==> src/hdl/jtag_debug_pkg.sv <==
// Purpose: Shared constants, codes and carrier types for the test-access port.
// Assumes: One processing tile, so the scan chain holds three TAPs.
// Notes: Identification fields are arbitrary neutral values.
package jtag_debug_pkg;

  localparam int NUM_TAPS = 3;
  localparam int TAP_DEBUG = 0;
  localparam int TAP_BSCAN = 1;
  localparam int TAP_CORE = 2;
  localparam int IR_W = 4;
  localparam int DR_W = 32;
  localparam int BSR_W_DEFAULT = 16;
  localparam int REV_W = 8;
  localparam int UNUSED_W = 14;
  localparam int UID_HI = 31;
  localparam int UID_LO = 22;
  localparam int SEC_W = 32;
  localparam int SEC_OTP_OFF_BIT = 13;
  localparam int SEC_DEBUG_PIN_OFF_BIT = 14;
  localparam int TMS_CNT_W = 3;
  localparam logic [TMS_CNT_W-1:0] TMS_RESET_COUNT = 3'h5;

  localparam logic [IR_W-1:0] IR_EXTEST = 4'h0;
  localparam logic [IR_W-1:0] IR_DEVICE_IDENTIFICATION = 4'h1;
  localparam logic [IR_W-1:0] IR_USERCODE = 4'h2;
  localparam logic [IR_W-1:0] IR_SAMPLE = 4'h3;
  localparam logic [IR_W-1:0] IR_ACCESS = 4'h4;
  localparam logic [IR_W-1:0] IR_OTP = 4'h6;
  localparam logic [IR_W-1:0] IR_BYPASS = 4'hF;
  localparam logic [IR_W-1:0] IR_CAPTURE = 4'h1;

  // Identification fields; values are arbitrary.
  localparam logic [3:0] ID_VERSION = 4'h0;
  localparam logic [15:0] ID_PART = 16'h0001;
  localparam logic [10:0] ID_MANUF = 11'h2A5;
  localparam logic [REV_W-1:0] SILICON_REV = 8'h01;

  typedef enum logic [3:0] {
    TLR = 4'h0,
    RTI = 4'h1,
    SEL_DR = 4'h3,
    CAP_DR = 4'h2,
    SHIFT_DR = 4'h6,
    EXIT1_DR = 4'h7,
    PAUSE_DR = 4'h5,
    EXIT2_DR = 4'h4,
    UPD_DR = 4'hC,
    SEL_IR = 4'hD,
    CAP_IR = 4'hF,
    SHIFT_IR = 4'hE,
    EXIT1_IR = 4'hA,
    PAUSE_IR = 4'hB,
    EXIT2_IR = 4'h9,
    UPD_IR = 4'h8
  } tap_state_type;

  typedef enum logic [1:0] {
    DBG_OFF = 2'h0,
    DBG_OUTPUT = 2'h1,
    DBG_INPUT = 2'h2
  } dbg_mode_type;

  typedef struct packed {
    logic tck;
    logic tms;
    logic tdi;
  } jtag_pins_type;

  typedef struct packed {
    logic wr;
    logic [DR_W-1:0] data;
  } access_req_type;

endpackage

==> src/hdl/jtag_tap_chain_debug_port.sv <==
// Purpose: Serial test-access chain of three TAPs with debug sync pin.
// Assumes: TCK, TMS, TDI and the debug pin are sampled by i_clk.
// Notes: TDO changes after a falling TCK edge, TAPs move on rising edges.
`timescale 1ns/1ps

module jtag_tap_chain_debug_port
  import jtag_debug_pkg::*;
#(
  parameter int BSR_W = jtag_debug_pkg::BSR_W_DEFAULT
)
(
  input wire logic i_clk,
  input wire logic i_rst,
  input jtag_debug_pkg::jtag_pins_type i_jtag,
  output logic o_tdo,
  output logic o_tdo_oe,
  input wire logic [jtag_debug_pkg::SEC_W-1:0] i_security,
  input wire logic [BSR_W-1:0] i_pin_in,
  output logic [BSR_W-1:0] o_pin_out,
  output logic o_pin_extest,
  input wire logic [jtag_debug_pkg::DR_W-1:0] i_periph_rdata,
  output jtag_debug_pkg::access_req_type o_periph,
  input wire logic [jtag_debug_pkg::DR_W-1:0] i_core_rdata,
  output jtag_debug_pkg::access_req_type o_core,
  input wire logic [jtag_debug_pkg::DR_W-1:0] i_otp_rdata,
  output jtag_debug_pkg::access_req_type o_otp,
  input jtag_debug_pkg::dbg_mode_type i_dbg_mode,
  input wire logic i_breakpoint,
  input wire logic i_dbg_release,
  input wire logic i_dbg_in,
  output logic o_dbg_out,
  output logic o_dbg_oe,
  output logic o_debug_enter
);
  import jtag_debug_pkg::*;

  typedef struct packed {
    logic [1:0] tck_sync;
    logic [1:0] tms_sync;
    logic [1:0] tdi_sync;
    logic [1:0] dbg_sync;
    logic tck_prev;
    logic dbg_prev;
    logic [TMS_CNT_W-1:0] tms_ones;
    tap_state_type [NUM_TAPS-1:0] tap;
    logic [NUM_TAPS-1:0][IR_W-1:0] ir;
    logic [NUM_TAPS-1:0][IR_W-1:0] ir_shift;
    logic [NUM_TAPS-1:0][DR_W-1:0] dr;
    logic tdo;
    logic tdo_oe;
    logic [BSR_W-1:0] pin_out;
    logic pin_extest;
    access_req_type periph;
    access_req_type core;
    access_req_type otp;
    logic dbg_out;
    logic dbg_oe;
    logic debug_enter;
  } state_type;

  state_type st;
  state_type next_st;

  localparam logic [DR_W-1:0] DEVICE_IDENTIFICATION_VALUE =
    {ID_VERSION, ID_PART, ID_MANUF, 1'b1};

  function automatic tap_state_type next_tap(input tap_state_type s,
                                             input logic tms);
    tap_state_type r;
    r = s;
    case (s)
      TLR: r = tms ? TLR : RTI;
      RTI: r = tms ? SEL_DR : RTI;
      SEL_DR: r = tms ? SEL_IR : CAP_DR;
      CAP_DR: r = tms ? EXIT1_DR : SHIFT_DR;
      SHIFT_DR: r = tms ? EXIT1_DR : SHIFT_DR;
      EXIT1_DR: r = tms ? UPD_DR : PAUSE_DR;
      PAUSE_DR: r = tms ? EXIT2_DR : PAUSE_DR;
      EXIT2_DR: r = tms ? UPD_DR : SHIFT_DR;
      UPD_DR: r = tms ? SEL_DR : RTI;
      SEL_IR: r = tms ? TLR : CAP_IR;
      CAP_IR: r = tms ? EXIT1_IR : SHIFT_IR;
      SHIFT_IR: r = tms ? EXIT1_IR : SHIFT_IR;
      EXIT1_IR: r = tms ? UPD_IR : PAUSE_IR;
      PAUSE_IR: r = tms ? EXIT2_IR : PAUSE_IR;
      EXIT2_IR: r = tms ? UPD_IR : SHIFT_IR;
      UPD_IR: r = tms ? SEL_DR : RTI;
      default: r = TLR;
    endcase
    return r;
  endfunction

  // Length of the data register that the given TAP and instruction select.
  function automatic int dr_len(input int tap_idx,
                                input logic [IR_W-1:0] ir);
    int len;
    len = 1;
    if (ir == IR_DEVICE_IDENTIFICATION || ir == IR_USERCODE)
    begin
      len = DR_W;
    end
    else if (tap_idx == TAP_BSCAN && (ir == IR_EXTEST || ir == IR_SAMPLE))
    begin
      len = BSR_W;
    end
    else if (ir == IR_ACCESS && tap_idx != TAP_BSCAN)
    begin
      len = DR_W;
    end
    else if (ir == IR_OTP && tap_idx == TAP_CORE)
    begin
      len = DR_W;
    end
    return len;
  endfunction

  // Shifts one bit in at position len-1, moving bits below toward bit 0.
  function automatic logic [DR_W-1:0] shift_in(input logic [DR_W-1:0] v,
                                               input logic b,
                                               input int len);
    logic [DR_W-1:0] r;
    r = v;
    for (int i = 0; i < DR_W; i++)
    begin
      if (i == len - 1)
      begin
        r[i] = b;
      end
      else if (i < len - 1)
      begin
        r[i] = v[i+1];
      end
    end
    return r;
  endfunction

  always_comb
  begin
    logic [NUM_TAPS-1:0] out_bit;
    logic in_bit;
    logic [NUM_TAPS-1:0] chain_in;
    logic rise;
    logic fall;
    logic tms;
    logic force_reset;
    logic otp_block;
    logic pin_off;
    logic [DR_W-1:0] usercode;
    out_bit = '0;
    in_bit = 1'b0;
    chain_in = '0;
    next_st = st;
    rise = st.tck_sync[1] & ~st.tck_prev;
    fall = ~st.tck_sync[1] & st.tck_prev;
    tms = st.tms_sync[1];
    force_reset = 1'b0;
    otp_block = i_security[SEC_OTP_OFF_BIT];
    pin_off = i_security[SEC_DEBUG_PIN_OFF_BIT];
    usercode = {i_security[UID_HI:UID_LO], {UNUSED_W{1'b0}},
                SILICON_REV};

    next_st.tck_sync = {st.tck_sync[0], i_jtag.tck};
    next_st.tms_sync = {st.tms_sync[0], i_jtag.tms};
    next_st.tdi_sync = {st.tdi_sync[0], i_jtag.tdi};
    next_st.dbg_sync = {st.dbg_sync[0], i_dbg_in};
    next_st.tck_prev = st.tck_sync[1];
    next_st.dbg_prev = st.dbg_sync[1];
    next_st.periph.wr = 1'b0;
    next_st.core.wr = 1'b0;
    next_st.otp.wr = 1'b0;
    next_st.debug_enter = 1'b0;
    next_st.dbg_out = 1'b0;

    for (int i = 0; i < NUM_TAPS; i++)
    begin
      if (st.tap[i] == SHIFT_IR)
      begin
        out_bit[i] = st.ir_shift[i][0];
      end
      else
      begin
        out_bit[i] = st.dr[i][0];
      end
    end

    chain_in = {out_bit[NUM_TAPS-2:0], st.tdi_sync[1]};
    if (rise)
    begin
      if (tms)
      begin
        if (st.tms_ones < TMS_RESET_COUNT)
        begin
          next_st.tms_ones = st.tms_ones + 3'h1;
        end
        force_reset = (st.tms_ones >= TMS_RESET_COUNT - 3'h1);
      end
      else
      begin
        next_st.tms_ones = '0;
      end
      for (int i = 0; i < NUM_TAPS; i++)
      begin
        in_bit = chain_in[i];
        next_st.tap[i] = force_reset ? TLR : next_tap(st.tap[i], tms);
        case (st.tap[i])
          TLR:
          begin
            next_st.ir[i] = IR_DEVICE_IDENTIFICATION;
          end
          CAP_IR:
          begin
            next_st.ir_shift[i] = IR_CAPTURE;
          end
          SHIFT_IR:
          begin
            next_st.ir_shift[i] = {in_bit, st.ir_shift[i][IR_W-1:1]};
          end
          UPD_IR:
          begin
            // The code takes effect here, never while it is half shifted.
            next_st.ir[i] = st.ir_shift[i];
          end
          CAP_DR:
          begin
            next_st.dr[i] = '0;
            if (st.ir[i] == IR_DEVICE_IDENTIFICATION)
            begin
              next_st.dr[i] = DEVICE_IDENTIFICATION_VALUE;
            end
            else if (st.ir[i] == IR_USERCODE)
            begin
              next_st.dr[i] = usercode;
            end
            else if (dr_len(i, st.ir[i]) == BSR_W && i == TAP_BSCAN)
            begin
              next_st.dr[i][BSR_W-1:0] = i_pin_in;
            end
            else if (i == TAP_DEBUG && st.ir[i] == IR_ACCESS)
            begin
              next_st.dr[i] = i_periph_rdata;
            end
            else if (i == TAP_CORE && st.ir[i] == IR_ACCESS)
            begin
              next_st.dr[i] = i_core_rdata;
            end
            else if (i == TAP_CORE && st.ir[i] == IR_OTP && !otp_block)
            begin
              next_st.dr[i] = i_otp_rdata;
            end
          end
          SHIFT_DR:
          begin
            next_st.dr[i] = shift_in(st.dr[i], in_bit,
                                     dr_len(i, st.ir[i]));
          end
          UPD_DR:
          begin
            if (i == TAP_BSCAN && st.ir[i] == IR_EXTEST)
            begin
              next_st.pin_out = st.dr[i][BSR_W-1:0];
            end
            if (i == TAP_DEBUG && st.ir[i] == IR_ACCESS)
            begin
              next_st.periph.wr = 1'b1;
              next_st.periph.data = st.dr[i];
            end
            if (i == TAP_CORE && st.ir[i] == IR_ACCESS)
            begin
              next_st.core.wr = 1'b1;
              next_st.core.data = st.dr[i];
            end
            if (i == TAP_CORE && st.ir[i] == IR_OTP && !otp_block)
            begin
              next_st.otp.wr = 1'b1;
              next_st.otp.data = st.dr[i];
            end
          end
          default:
          begin
          end
        endcase
      end
    end

    next_st.pin_extest = (st.ir[TAP_BSCAN] == IR_EXTEST) &&
                         (st.tap[TAP_BSCAN] != TLR);

    if (fall)
    begin
      next_st.tdo = out_bit[NUM_TAPS-1];
      next_st.tdo_oe = (st.tap[NUM_TAPS-1] == SHIFT_IR) ||
                       (st.tap[NUM_TAPS-1] == SHIFT_DR);
    end

    if (pin_off || i_dbg_mode != DBG_OUTPUT || i_dbg_release)
    begin
      next_st.dbg_oe = 1'b0;
    end
    if (!pin_off && i_dbg_mode == DBG_OUTPUT && i_breakpoint)
    begin
      next_st.dbg_oe = 1'b1;
    end
    if (!pin_off && i_dbg_mode == DBG_INPUT &&
        st.dbg_prev && !st.dbg_sync[1])
    begin
      next_st.debug_enter = 1'b1;
    end
  end

  always_ff @(posedge i_clk)
  begin
    if (i_rst)
    begin
      st <= '0;
      st.tck_sync <= 2'h0;
      st.tms_sync <= 2'h3;
      st.tdi_sync <= 2'h3;
      st.dbg_sync <= 2'h3;
      st.dbg_prev <= 1'b1;
      st.ir <= {NUM_TAPS{IR_DEVICE_IDENTIFICATION}};
      st.tap <= {NUM_TAPS{TLR}};
    end
    else
    begin
      st <= next_st;
    end
  end

  assign o_tdo = st.tdo;
  assign o_tdo_oe = st.tdo_oe;
  assign o_pin_out = st.pin_out;
  assign o_pin_extest = st.pin_extest;
  assign o_periph = st.periph;
  assign o_core = st.core;
  assign o_otp = st.otp;
  assign o_dbg_out = st.dbg_out;
  assign o_dbg_oe = st.dbg_oe;
  assign o_debug_enter = st.debug_enter;

endmodule

==> config.mk <==
export PLATFORM = sky130hd
export DESIGN_NAME = jtag_tap_chain_debug_port
export DESIGN_NICKNAME = d
export VERILOG_FILES = /design/src/hdl/jtag_debug_pkg.sv /design/src/hdl/jtag_tap_chain_debug_port.sv
export SDC_FILE = /design/constraint.sdc
export NUM_CORES = 1
export LEC_CHECK = 0
export BUFFER_PORTS_ARGS = -buffer_cell sky130_fd_sc_hd__buf_4
export CELL_PAD_IN_SITES_DETAIL_PLACEMENT = 0
export CELL_PAD_IN_SITES_GLOBAL_PLACEMENT = 1
export CORE_MARGIN = 3
export CORE_UTILIZATION = 40
export DETAILED_ROUTE_END_ITERATION = 6
export GPL_ROUTABILITY_DRIVEN = 0
export GPL_TIMING_DRIVEN = 0
export PLACE_DENSITY_LB_ADDON = 0.1
export SLEW_MARGIN = 30
export SYNTH_ARGS = -nofsm -noshare
export SYNTH_HDL_FRONTEND = slang
export SYNTH_SLANG_ARGS = --single-unit
export TNS_END_PERCENT = 1
==> constraint.sdc <==
create_clock -name i_clk -period 1.8 [get_ports i_clk]
set_input_delay 0.09 -clock i_clk [delete_from_list [all_inputs] [get_ports i_clk]]
set_output_delay 0.09 -clock i_clk [all_outputs]
set_load 0.02 [all_outputs]
---- Word-level counts from Yosys, hierarchy flattened ----
Index checks and enable logic that the tools add are counted.
word-level totals
  bits in read-only memories .............. 0
  logic and storage cells ................. 893
  output and inout port bits .............. 121
  latch bits .............................. 0
  memories ................................ 0
  input bits .............................. 154
  bits in writable memories ............... 0
  flip-flop bits (word level) ............. 266
operators by class
  add/subtract/negate cells ............... 4
  magnitude comparators ................... 98
  equality and inequality tests ........... 249
  muxes and demuxes ....................... 257
  div/mod/pow operators ................... 0
  shift-type cells ........................ 0
  bitwise gates (word level) .............. 7
  multipliers ............................. 0
  reductions and logical operators ........ 153
operators with widths
  kind                   count
  $eq 6x32->1 const A    48
  $lt 6x32->1 const A    48
  $eq 5x32->1 const A    24
  $lt 5x32->1 const A    24
  $mux 32                19
  $eq 4x32->1 const A    12
  $lt 4x32->1 const A    12
  $reduce_and 3->1       100
  $ne 3x3->1 const B     96
  $mux 1                 200
  $eq 3x32->1 const A    6
  $lt 3x32->1 const A    6
  $pmux 32 s2            3
  $pmux 4 s12            3
  $mux 33                3
  $eq 2x32->1 const A    3
  $eq 4x4->1 const B     24
  $logic_not 32->1       3
  $lt 1x32->1 const A    3
  $lt 2x32->1 const A    3
  $sub 32x2->32 const B  3
  $eq 4x3->1 const B     15
  $mux 16                3
  $pmux 4 s2             6
  other kinds (25)       101

---- Depth between registers and ports, before layout ----
Gate-level depths: netlist of the first run.
  depth after elaboration ................. 13
  mapped depth ............................ 8
  depth with buffers taken out ............ 4

---- Worst setup path before layout of the first run ----
No wires, ideal clock.
  kind .................................... reg2reg
  start ................................... reg st[238] (netlist name)
  end ..................................... reg st[207] (netlist name)
  arrival ................................. 1.564 ns
  setup time .............................. 0.135 ns
  clock period less this slack ............ 1.699 ns
  data required time ...................... 1.665 ns
  stages on the path, launching flop included .. 7
  path slack .............................. 0.101 ns
  buffers on the path ..................... 2
  path through ............................ dfxtp_1 -> or4b_4 -> o211ai_2 -> and2_1 -> buf_2 -> buf_4 -> a311oi_2
between the ends
  word-level cells in the longest chain between the ends .. 10
  elaborated cells on any way between the ends .. 22
  those cells by class .................... 1 x add/sub; 1 x order compare; 6 x eq/ne; 11 x mux; 3 x reduce/logical
RTL lines
  element                                                    line                                                                text
  start: declaration                                         jtag_tap_chain_debug_port.sv:61                                     state_type st;
  start signal: assignment                                   jtag_tap_chain_debug_port.sv:325                                    st <= next_st;
  $eq 4x3->1                                                 jtag_tap_chain_debug_port.sv:110, jtag_tap_chain_debug_port.sv:246
  $mux 6 (2 in series)                                       --
  $mux 32                                                    jtag_tap_chain_debug_port.sv:98                                     if (ir == IR_DEVICE_IDENTIFICATION || ir == IR_USERCODE)
  $mux 32                                                    jtag_tap_chain_debug_port.sv:205                                    case (st.tap[i])
  $mux 32                                                    jtag_tap_chain_debug_port.sv:187                                    if (rise)
  $sub 32x2->32                                              jtag_tap_chain_debug_port.sv:125, jtag_tap_chain_debug_port.sv:129
  $lt 6x32->1 or $eq 6x32->1 (tied branches)                 jtag_tap_chain_debug_port.sv:129, jtag_tap_chain_debug_port.sv:125
  $ne 3x3->1 (no line) or $mux 1 (tied branches)             --
  $reduce_and 3->1 (no line) or $pmux 32 s2 (tied branches)  --
Several ways; a longest one is shown, not always the timed one. The select of a mux whose other input is x is not followed.
A chain may end at the register's enable or synchronous reset.

---- Worst setup path in the final report of the first run ----
  start ................................... reg st[238] (netlist name)
  end ..................................... reg st[211] (netlist name)
Same word-level chain as after synthesis.

==> results.cfg, run 1 <==
[pwr]
peakVddDrop_v = 0.000670
p_per_area_nw_per_um2 = 736
pwr-share-comb_pct = 5.1
leakagePower_uw = 0.00662
p_int_uw = 9960
power.switching_uw = 2880
seq_power_share_pct = 45.8
sw_frac_of_total_pct = 22.4
report.power.total_uw = 12800
clock_power_share_pct = 49.1

[drt]
wire_per_inst_um = 19.7
drc = 0
num_vias = 13000
drt-initial-drc-count = 1092
wl_um = 46500
drtAntennaViolNets = 0
dr.pass1.iters = 6
viasPerCell = 5.50

[worst_hold_path]
min_from = i_core_rdata[12]
holdCritPathClass = in -> reg

[synthesis]
syn-cell-area_sq_um = 12900
ys_types = 74
synthesis.nets = 1746
synth_cells = 1591
ys_seq_area_share_pct = 41.1
synth_edf_count = 0
yosys_warnings = 0
yosys_register_bits = 265
dominantRegCellSynth = dfxtp_1
avgSynthCellArea_sq_um = 8.11
synthArstFlopShare_pct = 0

[worst_setup_path]
required_ps = 2220
crit_fanout = 10
crit_end = st[211]
criticalPathCategory = reg -> reg
worstSetupStartpointType = flop
startpoint = st[238]
rr_worst_depth = 6
endpoint_kind = flop
r2r_end = st[211]
rrSetupSlack_ps = -60
cp_data_arrival_time_ps = 2270
reg2reg_from = st[238]

[global_routing]
grt_use_met3_pct = 3.58
grt_busiest_layer = met2
gr-total-overflow = 0
grt_pass1_vias = 11900
grt_usage_pct = 25.9
grt_max_degree = 15
antenna_found_initial = 1
grt_util_met2_pct = 42.3
use_met1_pct = 35.9
grt_pass1_wl_um = 69600

[cells_and_area]
layout-area-overhead-vs-synth_pct = 35.4
mostFrequentLayoutCells = 412 x buf_4, 287 x nand2_1, 258 x dfxtp_1, 234 x a21oi_1, 60 x a211oi_1
fin_nets = 2092
final_common_cell = buf_4
num_antenna_cells = 0
drive_gt1_share_pct = 30.8
post-route-util_pct = 55.2

[clocking]
cts_max_path_buffers = 3
cts_made_buffers = 30
cts_tree = done
worstSkewPairLatency_ps = 560
clock-sinks = 265
cts-root-buf = clkbuf_16
cts.htree.levels = 1
path_clk_slew_ps = 60

[timing]
finalHoldViolCount = 0
slew_headroom_pct = 34.8
hold_slack_ps = 8.68
skew_ps = 9.63
setup_violations = 59
fin_crit_sh_pct = 103
clock.fmax_mhz = 538
setup_slack_ps = -58.2
period_needed_ps = 1860
rsz0062_at_grt = yes
slew_viol_final = 0
worst_pin_slew_ps = 978

[floorplan]
io_pins = 275
initial_core_util_pct = 40.8
core_area_sq_um = 31600
die_w_um = 186
die_height_um = 186
dieArea_sq_um = 34400
rows = 65

[place]
dpl.hpwl_um = 33800
io_buffers = 252

[outcome]
outcome = finished with violations
violations = setup timing

[flow_run]
drv_cap = 0
==> per-stage QoR <==
step	cells	area (sq um)	setup TNS [ps]	setup WS (ps)
after floorplan	1591	12900	0	101
after global placement	2245	15300	-63430	-548
after detailed placement	2245	15300	-66560	-605
after CTS	2354	17100	-5640	-137
after global routing	2361	17500	-5580	-131
final	2361	17500	-1370	-58.2
==> layer usage <==
layer	wire length (um)	vias up
met3	2970	77
li1	-	6270
met5	0	-
met2	21000	492
met4	1440	0
met1	21100	6142
==> area by class of cell <==
cell class / count / area [sq um]
flip-flops and latches: 265 / 5320
plain buffers: 265 / 1770
clock inverters: 9 / 131
fillers: 3045 / 14200
well taps: 402 / 503
clock buffers: 45 / 878
repair buffers: 317 / 2510
inverters: 8 / 30.0
multi-input cells: 1050 / 6320
==> power by group through the flow <==
stage          Sequential [uW]  Combinational [uW]  Clock, uW
6_report                  5880                 661       6300
3_5_place_dp              6020                 558          0
5_1_grt                   5880                 691       6600
4_1_cts                   5880                 651       6370
2_1_floorplan             6010                 149          0
3_3_place_gp              6020                 556          0
==> what timing repair did <==
| item | CTS | global route |
|---|---|---|
| hold buffers | 51 | 0 |
| hold endpoints to repair | 47 | 0 |
| resized for setup | 97 | 111 |
| endpoints found under the setup margin | 235 | 216 |
| buffers inserted | 6 | 8 |
| pin swaps | 9 | 4 |
==> sequential cells by signal (all words and copies together) (netlist names), 6 cells and up <==
register,flops
next_st,6
o_core,33
o_otp,33
o_periph,33
o_pin_out,16
st,139
==> worst min path at each step <==
| stage | cells after the start | end |
|---|---|---|
| after global routing | 3 | st[197] |
| after detailed placement | 2 | o_dbg_oe |
| final | 3 | st[197] |
| after CTS | 3 | st[197] |
| after floorplan | 1 | o_debug_enter |
| after global placement | 2 | o_debug_enter |
==> cells in the mapped netlist, types with 8 or more instances <==
library cell | count | share of area, %
o221ai_1 | 10 | 0.68
a32o_1 | 23 | 1.8
and3_1 | 16 | 0.78
nand4_1 | 14 | 0.68
nor2_1 | 55 | 1.6
or2_2 | 11 | 0.53
or3b_2 | 8 | 0.54
a311oi_1 | 22 | 1.5
nand3b_1 | 16 | 0.93
a21oi_1 | 234 | 9.1
clkbuf_1 | 84 | 2.4
a22o_1 | 12 | 0.81
nor2b_1 | 20 | 0.97
nor3_1 | 8 | 0.31
a221oi_1 | 10 | 0.68
inv_1 | 8 | 0.23
nand2_1 | 287 | 8.4
nand3_1 | 26 | 1.0
a211oi_1 | 63 | 3.7
buf_1 | 8 | 0.23
o21ai_0 | 33 | 1.3
nand2b_1 | 18 | 0.87
buf_2 | 49 | 1.9
a22oi_1 | 55 | 3.2
buf_4 | 126 | 7.3
dfxtp_1 | 265 | 41
==> worst max-delay path, cell delays in order, from the launching register on <==
cell	delay, ps
dfxtp_4	380
or4b_4	570
o211ai_4	200
and2_1	200
buf_6	120
buf_6	150
a311oi_1	100
==> cells by family after synthesis <==
logic type	count (synthesis)	synth area share [%]
AO/OA/AOI/OAI	509	25.8
XOR/XNOR	4	0.272
adder cells (fa/ha/maj)	5	0.407
buffers and inverters	276	12.2
flip-flops	265	41.1
multiplexers	3	0.242
other	1	0.0291
AND/OR/NAND/NOR	528	19.9
Note: power is estimated with default switching activity, not from simulation.
==> inputs of run 2 (changes only) <==
==> constraint.sdc (replaced) <==
create_clock -name i_clk -period 2 [get_ports i_clk]
set_input_delay 0.1 -clock i_clk [delete_from_list [all_inputs] [get_ports i_clk]]
set_output_delay 0.1 -clock i_clk [all_outputs]
set_load 0.02 [all_outputs]
==> run 2 against run 1 <==
The flow now finishes without violations. Wire length is 0.76% lower. Global-route usage down 0.16 points. Clock skew down 1.8 ps. Power down 10%. Clock power fell by 10%. Sequential power decreased by 9.9%. First-iteration DRC count is 0.55% lower. Cell count fell by 0.55%. Register-to-register slack improved by 97 ps. Non-clock buffer count decreased by 13. Cell area decreased by 2.4%.
==> results.cfg, run 2 (synthesis results as in run 1) <==
[cells_and_area]
largest_register_ffs = 139
top_register = st
finalNonFillerCells = 2348
layout-area-overhead-vs-synth_pct = 32.2
final_common_cell = buf_4
num_antenna_cells = 0
drive_gt1_share_pct = 28.9
mostFrequentLayoutCells = 387 x buf_4, 287 x nand2_1, 260 x dfxtp_1, 234 x a21oi_1, 68 x clkbuf_1
fin_nets = 2079

[timing]
rsz0062_at_grt = yes
hold_slack_ps = 8.36
slew_viol_final = 0
slew_headroom_pct = 34.8
period_needed_ps = 1960
finalHoldViolCount = 0
fin_crit_sh_pct = 98.1
worst_pin_slew_ps = 978
setup_violations = 0
skew_ps = 7.82
clock.fmax_mhz = 510

[worst_setup_path]
reg2reg_from = st[246]
crit_fanout = 10
r2r_end = st[163]
criticalPathCategory = reg -> reg
rr_worst_depth = 5
cp_data_arrival_time_ps = 2370
rrSetupSlack_ps = 40
endpoint_kind = flop
worstSetupStartpointType = flop
required_ps = 2410

[clocking]
cts_tree = done
cts_max_path_buffers = 3
clock-sinks = 265
path_clk_slew_ps = 60
cts-root-buf = clkbuf_16
worstSkewPairLatency_ps = 560
cts.htree.levels = 1
cts_made_buffers = 30

[pwr]
report.power.total_uw = 11500
p_per_area_nw_per_um2 = 677
clock_power_share_pct = 49.1
pwr-share-comb_pct = 5.1
peakVddDrop_v = 0.000600
leakagePower_uw = 0.00646
sw_frac_of_total_pct = 22.4
power.switching_uw = 2590
p_int_uw = 8960
seq_power_share_pct = 45.9

[floorplan]
core_area_sq_um = 31600
initial_core_util_pct = 40.8
die_w_um = 186
die_height_um = 186
dieArea_sq_um = 34400
rows = 65
io_pins = 275

[place]
dpl.hpwl_um = 33800
io_buffers = 252
place_inst = 2245

[drt]
drc = 0
drtAntennaViolNets = 0
num_vias = 12900
wl_um = 46100
dr.pass1.iters = 6
wire_per_inst_um = 19.6
viasPerCell = 5.49
drt-initial-drc-count = 1086

[global_routing]
grt_max_degree = 15
gr-total-overflow = 0
grt_usage_pct = 25.7
grt_pass1_vias = 11800
antenna_found_initial = 1
grt_pass1_wl_um = 69100

[outcome]
outcome = completed

[worst_hold_path]
holdCritPathClass = in -> reg
min_from = i_core_rdata[6]
hold_path_end = st[191]
hold_path_depth = 3

[flow_run]
drv_cap = 0
run 2: cell type report:
cell class,count,area [sq um]
Fill cell,3097,14600
Multi-Input combinational cell,1050,6180
Sequential cell,265,5310
Timing Repair Buffer,302,2380
Buffer,267,1630
Clock buffer,45,878
Tap cell,402,503
Clock inverter,9,131
Inverter,8,30.0
run 2: metal layers:
layer	vias to the layer above	GRT usage, %	routed length (um)
met5	-	0	7
met4	2	7.12	1360
met3	70	3.58	3170
met2	527	42.0	21000
met1	6038	35.7	20600
li1	6248	-	-
run 2: worst max-delay path by stage:
stage                      start  endpoint  depth (start not counted)
global placement    next_st[257]   st[177]                          6
floorplan                st[238]   st[207]                          6
CTS                 next_st[257]   st[163]                          6
finish                   st[246]   st[163]                          5
detailed placement  next_st[257]   st[181]                          6
global route             st[246]   st[163]                          5
run 2: what timing repair did:
action	4_1_cts	5_1_grt
hold endpoints to repair	44	0
buffers inserted	2	1
endpoints found under the setup margin	178	186
resized for setup	28	65
hold buffers	47	0
gates cloned	0	0
pin swaps	1	4
run 2: power by group through the flow:
stage | Combinational, uW | Clock [uW] | Sequential (uW)
2_1_floorplan | 134 | 0 | 5410
3_3_place_gp | 501 | 0 | 5410
3_5_place_dp | 503 | 0 | 5410
4_1_cts | 576 | 5730 | 5300
5_1_grt | 610 | 5940 | 5300
6_report | 584 | 5670 | 5300
run 2: critical path, stage by stage, from the launching register on:
cell,delay [ps]
dfxtp_1,350
buf_2,220
clkbuf_1,410
nand3_2,330
a311oi_4,370
a311oi_1,130
run 2: metrics by stage:
step | cell area (sq um) | utilization [%] | setup TNS [ps] | setup slack (ps)
after global routing | 17000 | 53.9 | -1230 | -85.0
after floorplan | 12900 | - | 0 | 301
final | 17000 | 53.9 | 0 | 39.0
after CTS | 16900 | 53.4 | -141 | -39.6
after global placement | 15300 | 48.3 | -21310 | -348
after detailed placement | 15300 | 48.4 | -24780 | -405
==> inputs of run 3 (changes only) <==
--- a/config.mk
+++ b/config.mk
@@ -6,10 +6,10 @@
 export NUM_CORES = 1
 export LEC_CHECK = 0
 export BUFFER_PORTS_ARGS = -buffer_cell sky130_fd_sc_hd__buf_4
-export CELL_PAD_IN_SITES_DETAIL_PLACEMENT = 0
-export CELL_PAD_IN_SITES_GLOBAL_PLACEMENT = 1
+export CELL_PAD_IN_SITES_DETAIL_PLACEMENT = 2
+export CELL_PAD_IN_SITES_GLOBAL_PLACEMENT = 2
 export CORE_MARGIN = 3
-export CORE_UTILIZATION = 40
+export CORE_UTILIZATION = 32
 export DETAILED_ROUTE_END_ITERATION = 6
 export GPL_ROUTABILITY_DRIVEN = 0
 export GPL_TIMING_DRIVEN = 0
==> constraint.sdc (replaced) <==
create_clock -name i_clk -period 1.85 [get_ports i_clk]
set_input_delay 0.0925 -clock i_clk [delete_from_list [all_inputs] [get_ports i_clk]]
set_output_delay 0.0925 -clock i_clk [all_outputs]
set_load 0.02 [all_outputs]
==> run 3 against run 2 <==
Clock power increased by 21%. Register-to-register slack got worse by 40 ps. Clock skew increased by 2.7 ps. Global-route usage increased by 0.48 points. Utilization decreased by 8.7 points. Non-clock buffer count decreased by 1. Clock-buffer cell count increased by 7. Wire length increased by 26%. First-iteration DRC count decreased by 28%. Sequential cell count unchanged. Setup slack got worse by 37 ps. Sequential power increased by 7.9%. Critical endpoint is now st[185].
==> results.cfg, run 3 (synthesis results as in run 1) <==
[outcome]
outcome = completed

[cells_and_area]
mostFrequentLayoutCells = 411 x buf_4, 287 x nand2_1, 257 x dfxtp_1, 234 x a21oi_1, 61 x a211oi_1
finalNonFillerCells = 2467
layout-area-overhead-vs-synth_pct = 37.5
drive_gt1_share_pct = 32.2
nFillCells = 4369
final_common_cell = buf_4
num_antenna_cells = 0
largest_register_ffs = 139
final_area_sq_um = 17700
top_register = st
fin_nets = 2082

[drt]
wl_um = 58300
dr.pass1.iters = 5
wire_per_inst_um = 23.6
drc = 0
drtAntennaViolNets = 0
viasPerCell = 5.45
num_vias = 13400
drt-initial-drc-count = 785

[worst_setup_path]
worstSetupStartpointType = flop
cpMaxStageDelayCell = dfxtp_1
endpoint_kind = flop
rrSetupSlack_ps = 2
startpoint = st[240]
criticalPathCategory = reg -> reg
crit_fanout = 10
crit_end = st[185]
required_ps = 2270
reg2reg_from = st[240]
r2r_end = st[185]
max_stage_delay_ps = 380
cp_data_arrival_time_ps = 2260
crit_chain = nor4b_4 > buf_4 > buf_2 > nand2_1 > and3_1 > o32ai_1
rr_worst_depth = 6

[place]
io_buffers = 252
dpl.hpwl_um = 42100
place_inst = 2361
place_area_sq_um = 15500

[clocking]
cts_made_buffers = 34
cts.htree.levels = 2
clock-sinks = 265
path_clk_slew_ps = 60
worstSkewPairLatency_ps = 520
cts_tree = done
cts_max_path_buffers = 3
cts-root-buf = clkbuf_16

[global_routing]
gr-total-overflow = 0
grt_max_degree = 13
grt_pass1_vias = 14200
grt_pass1_wl_um = 85700
antenna_found_initial = 1
grt_usage_pct = 26.2

[timing]
finalHoldViolCount = 0
clock.fmax_mhz = 541
rsz0062_at_grt = yes
setup_violations = 0
finalSetupTns_ps = 0
skew_ps = 10.5
fin_crit_sh_pct = 99.9
slew_headroom_pct = 38.2
period_needed_ps = 1850
worst_pin_slew_ps = 926
slew_viol_final = 0

[flow_run]
drv_cap = 0

[pwr]
peakVddDrop_v = 0.000556
leakagePower_uw = 0.00669
p_per_area_nw_per_um2 = 746
report.power.total_uw = 13200

[floorplan]
die_w_um = 207
core_area_sq_um = 39300
dieArea_sq_um = 42800
rows = 72
die_height_um = 207
io_pins = 275
initial_core_util_pct = 32.8

[worst_hold_path]
holdCritPathClass = in -> reg
[run 3: changes by cell type in the layout (fill, tap and decap cells not counted), sizes merged]
cell         change
dlygate4sd3     -12
clkinvlp         -2
buf             +30
bufinv           -1
clkbuf          -12
[run 3: worst min-delay path by stage]
stage,to,cells after the start,slack [ps],startpoint
floorplan,o_debug_enter,1,170,i_dbg_mode[0]
global placement,o_dbg_oe,2,270,i_dbg_mode[1]
detailed placement,o_debug_enter,2,280,i_security[14]
CTS,st[184],3,1,i_security[31]
global route,st[188],3,30,i_core_rdata[3]
finish,st[184],3,10,i_security[31]
[run 3: area by class of cell]
type / count / area (sq um) / share of cell area (%)
well taps: 518 / 648 / 3.65
inverters: 8 / 30.0 / 0.169
clock buffers: 52 / 1070 / 6.04
repair buffers: 302 / 2370 / 13.3
plain buffers: 266 / 1850 / 10.4
flip-flops and latches: 265 / 5330 / 30.0
multi-input cells: 1050 / 6360 / 35.9
clock inverters: 6 / 82.6 / 0.465
[run 3: timing repair]
action / CTS / global route
setup endpoints to repair: 235 / 214
buffers inserted: 8 / 7
endpoints found under the hold margin: 33 / 0
gates resized for setup: 110 / 132
pin swaps: 5 / 10
gates cloned: 0 / 0
hold buffers: 35 / 0
[run 3: per-layer routing]
metal  track usage (%)  routed length, um  vias to the layer above
li1                  -                  -                     6252
met1              34.6              25900                     6725
met2              43.7              27700                      365
met4              8.67               1840                        2
met5                 0                 10                        -
met3              4.39               2840                      102
[run 3: where the power goes]
part / internal (uW) / leakage, uW / switching (uW) / total (uW)
Sequential: 5710 / 0.00214 / 8.76 / 5720
Combinational: 280 / 0.00399 / 368 / 647
Clock: 4260 / 0.000568 / 2610 / 6860
[run 3: worst max-delay path: cells and delay by family, from the launching register on]
kind / cells / cell delay, ps
flip-flops: 1 / 380
AO/OA/AOI/OAI: 1 / 300
buffers and inverters: 2 / 450
AND/OR/NAND/NOR: 3 / 610
[run 3: per-stage QoR]
stage | hold WS, ps | setup slack (ps) | utilization, %
final | 14.6 | 1.62 | 45.2
after floorplan | 168 | 151 | -
after detailed placement | 279 | -700 | 39.4
after global placement | 269 | -556 | 39.3
after CTS | 0.985 | -249 | 44.2
after global routing | 27.4 | -105 | 45.2
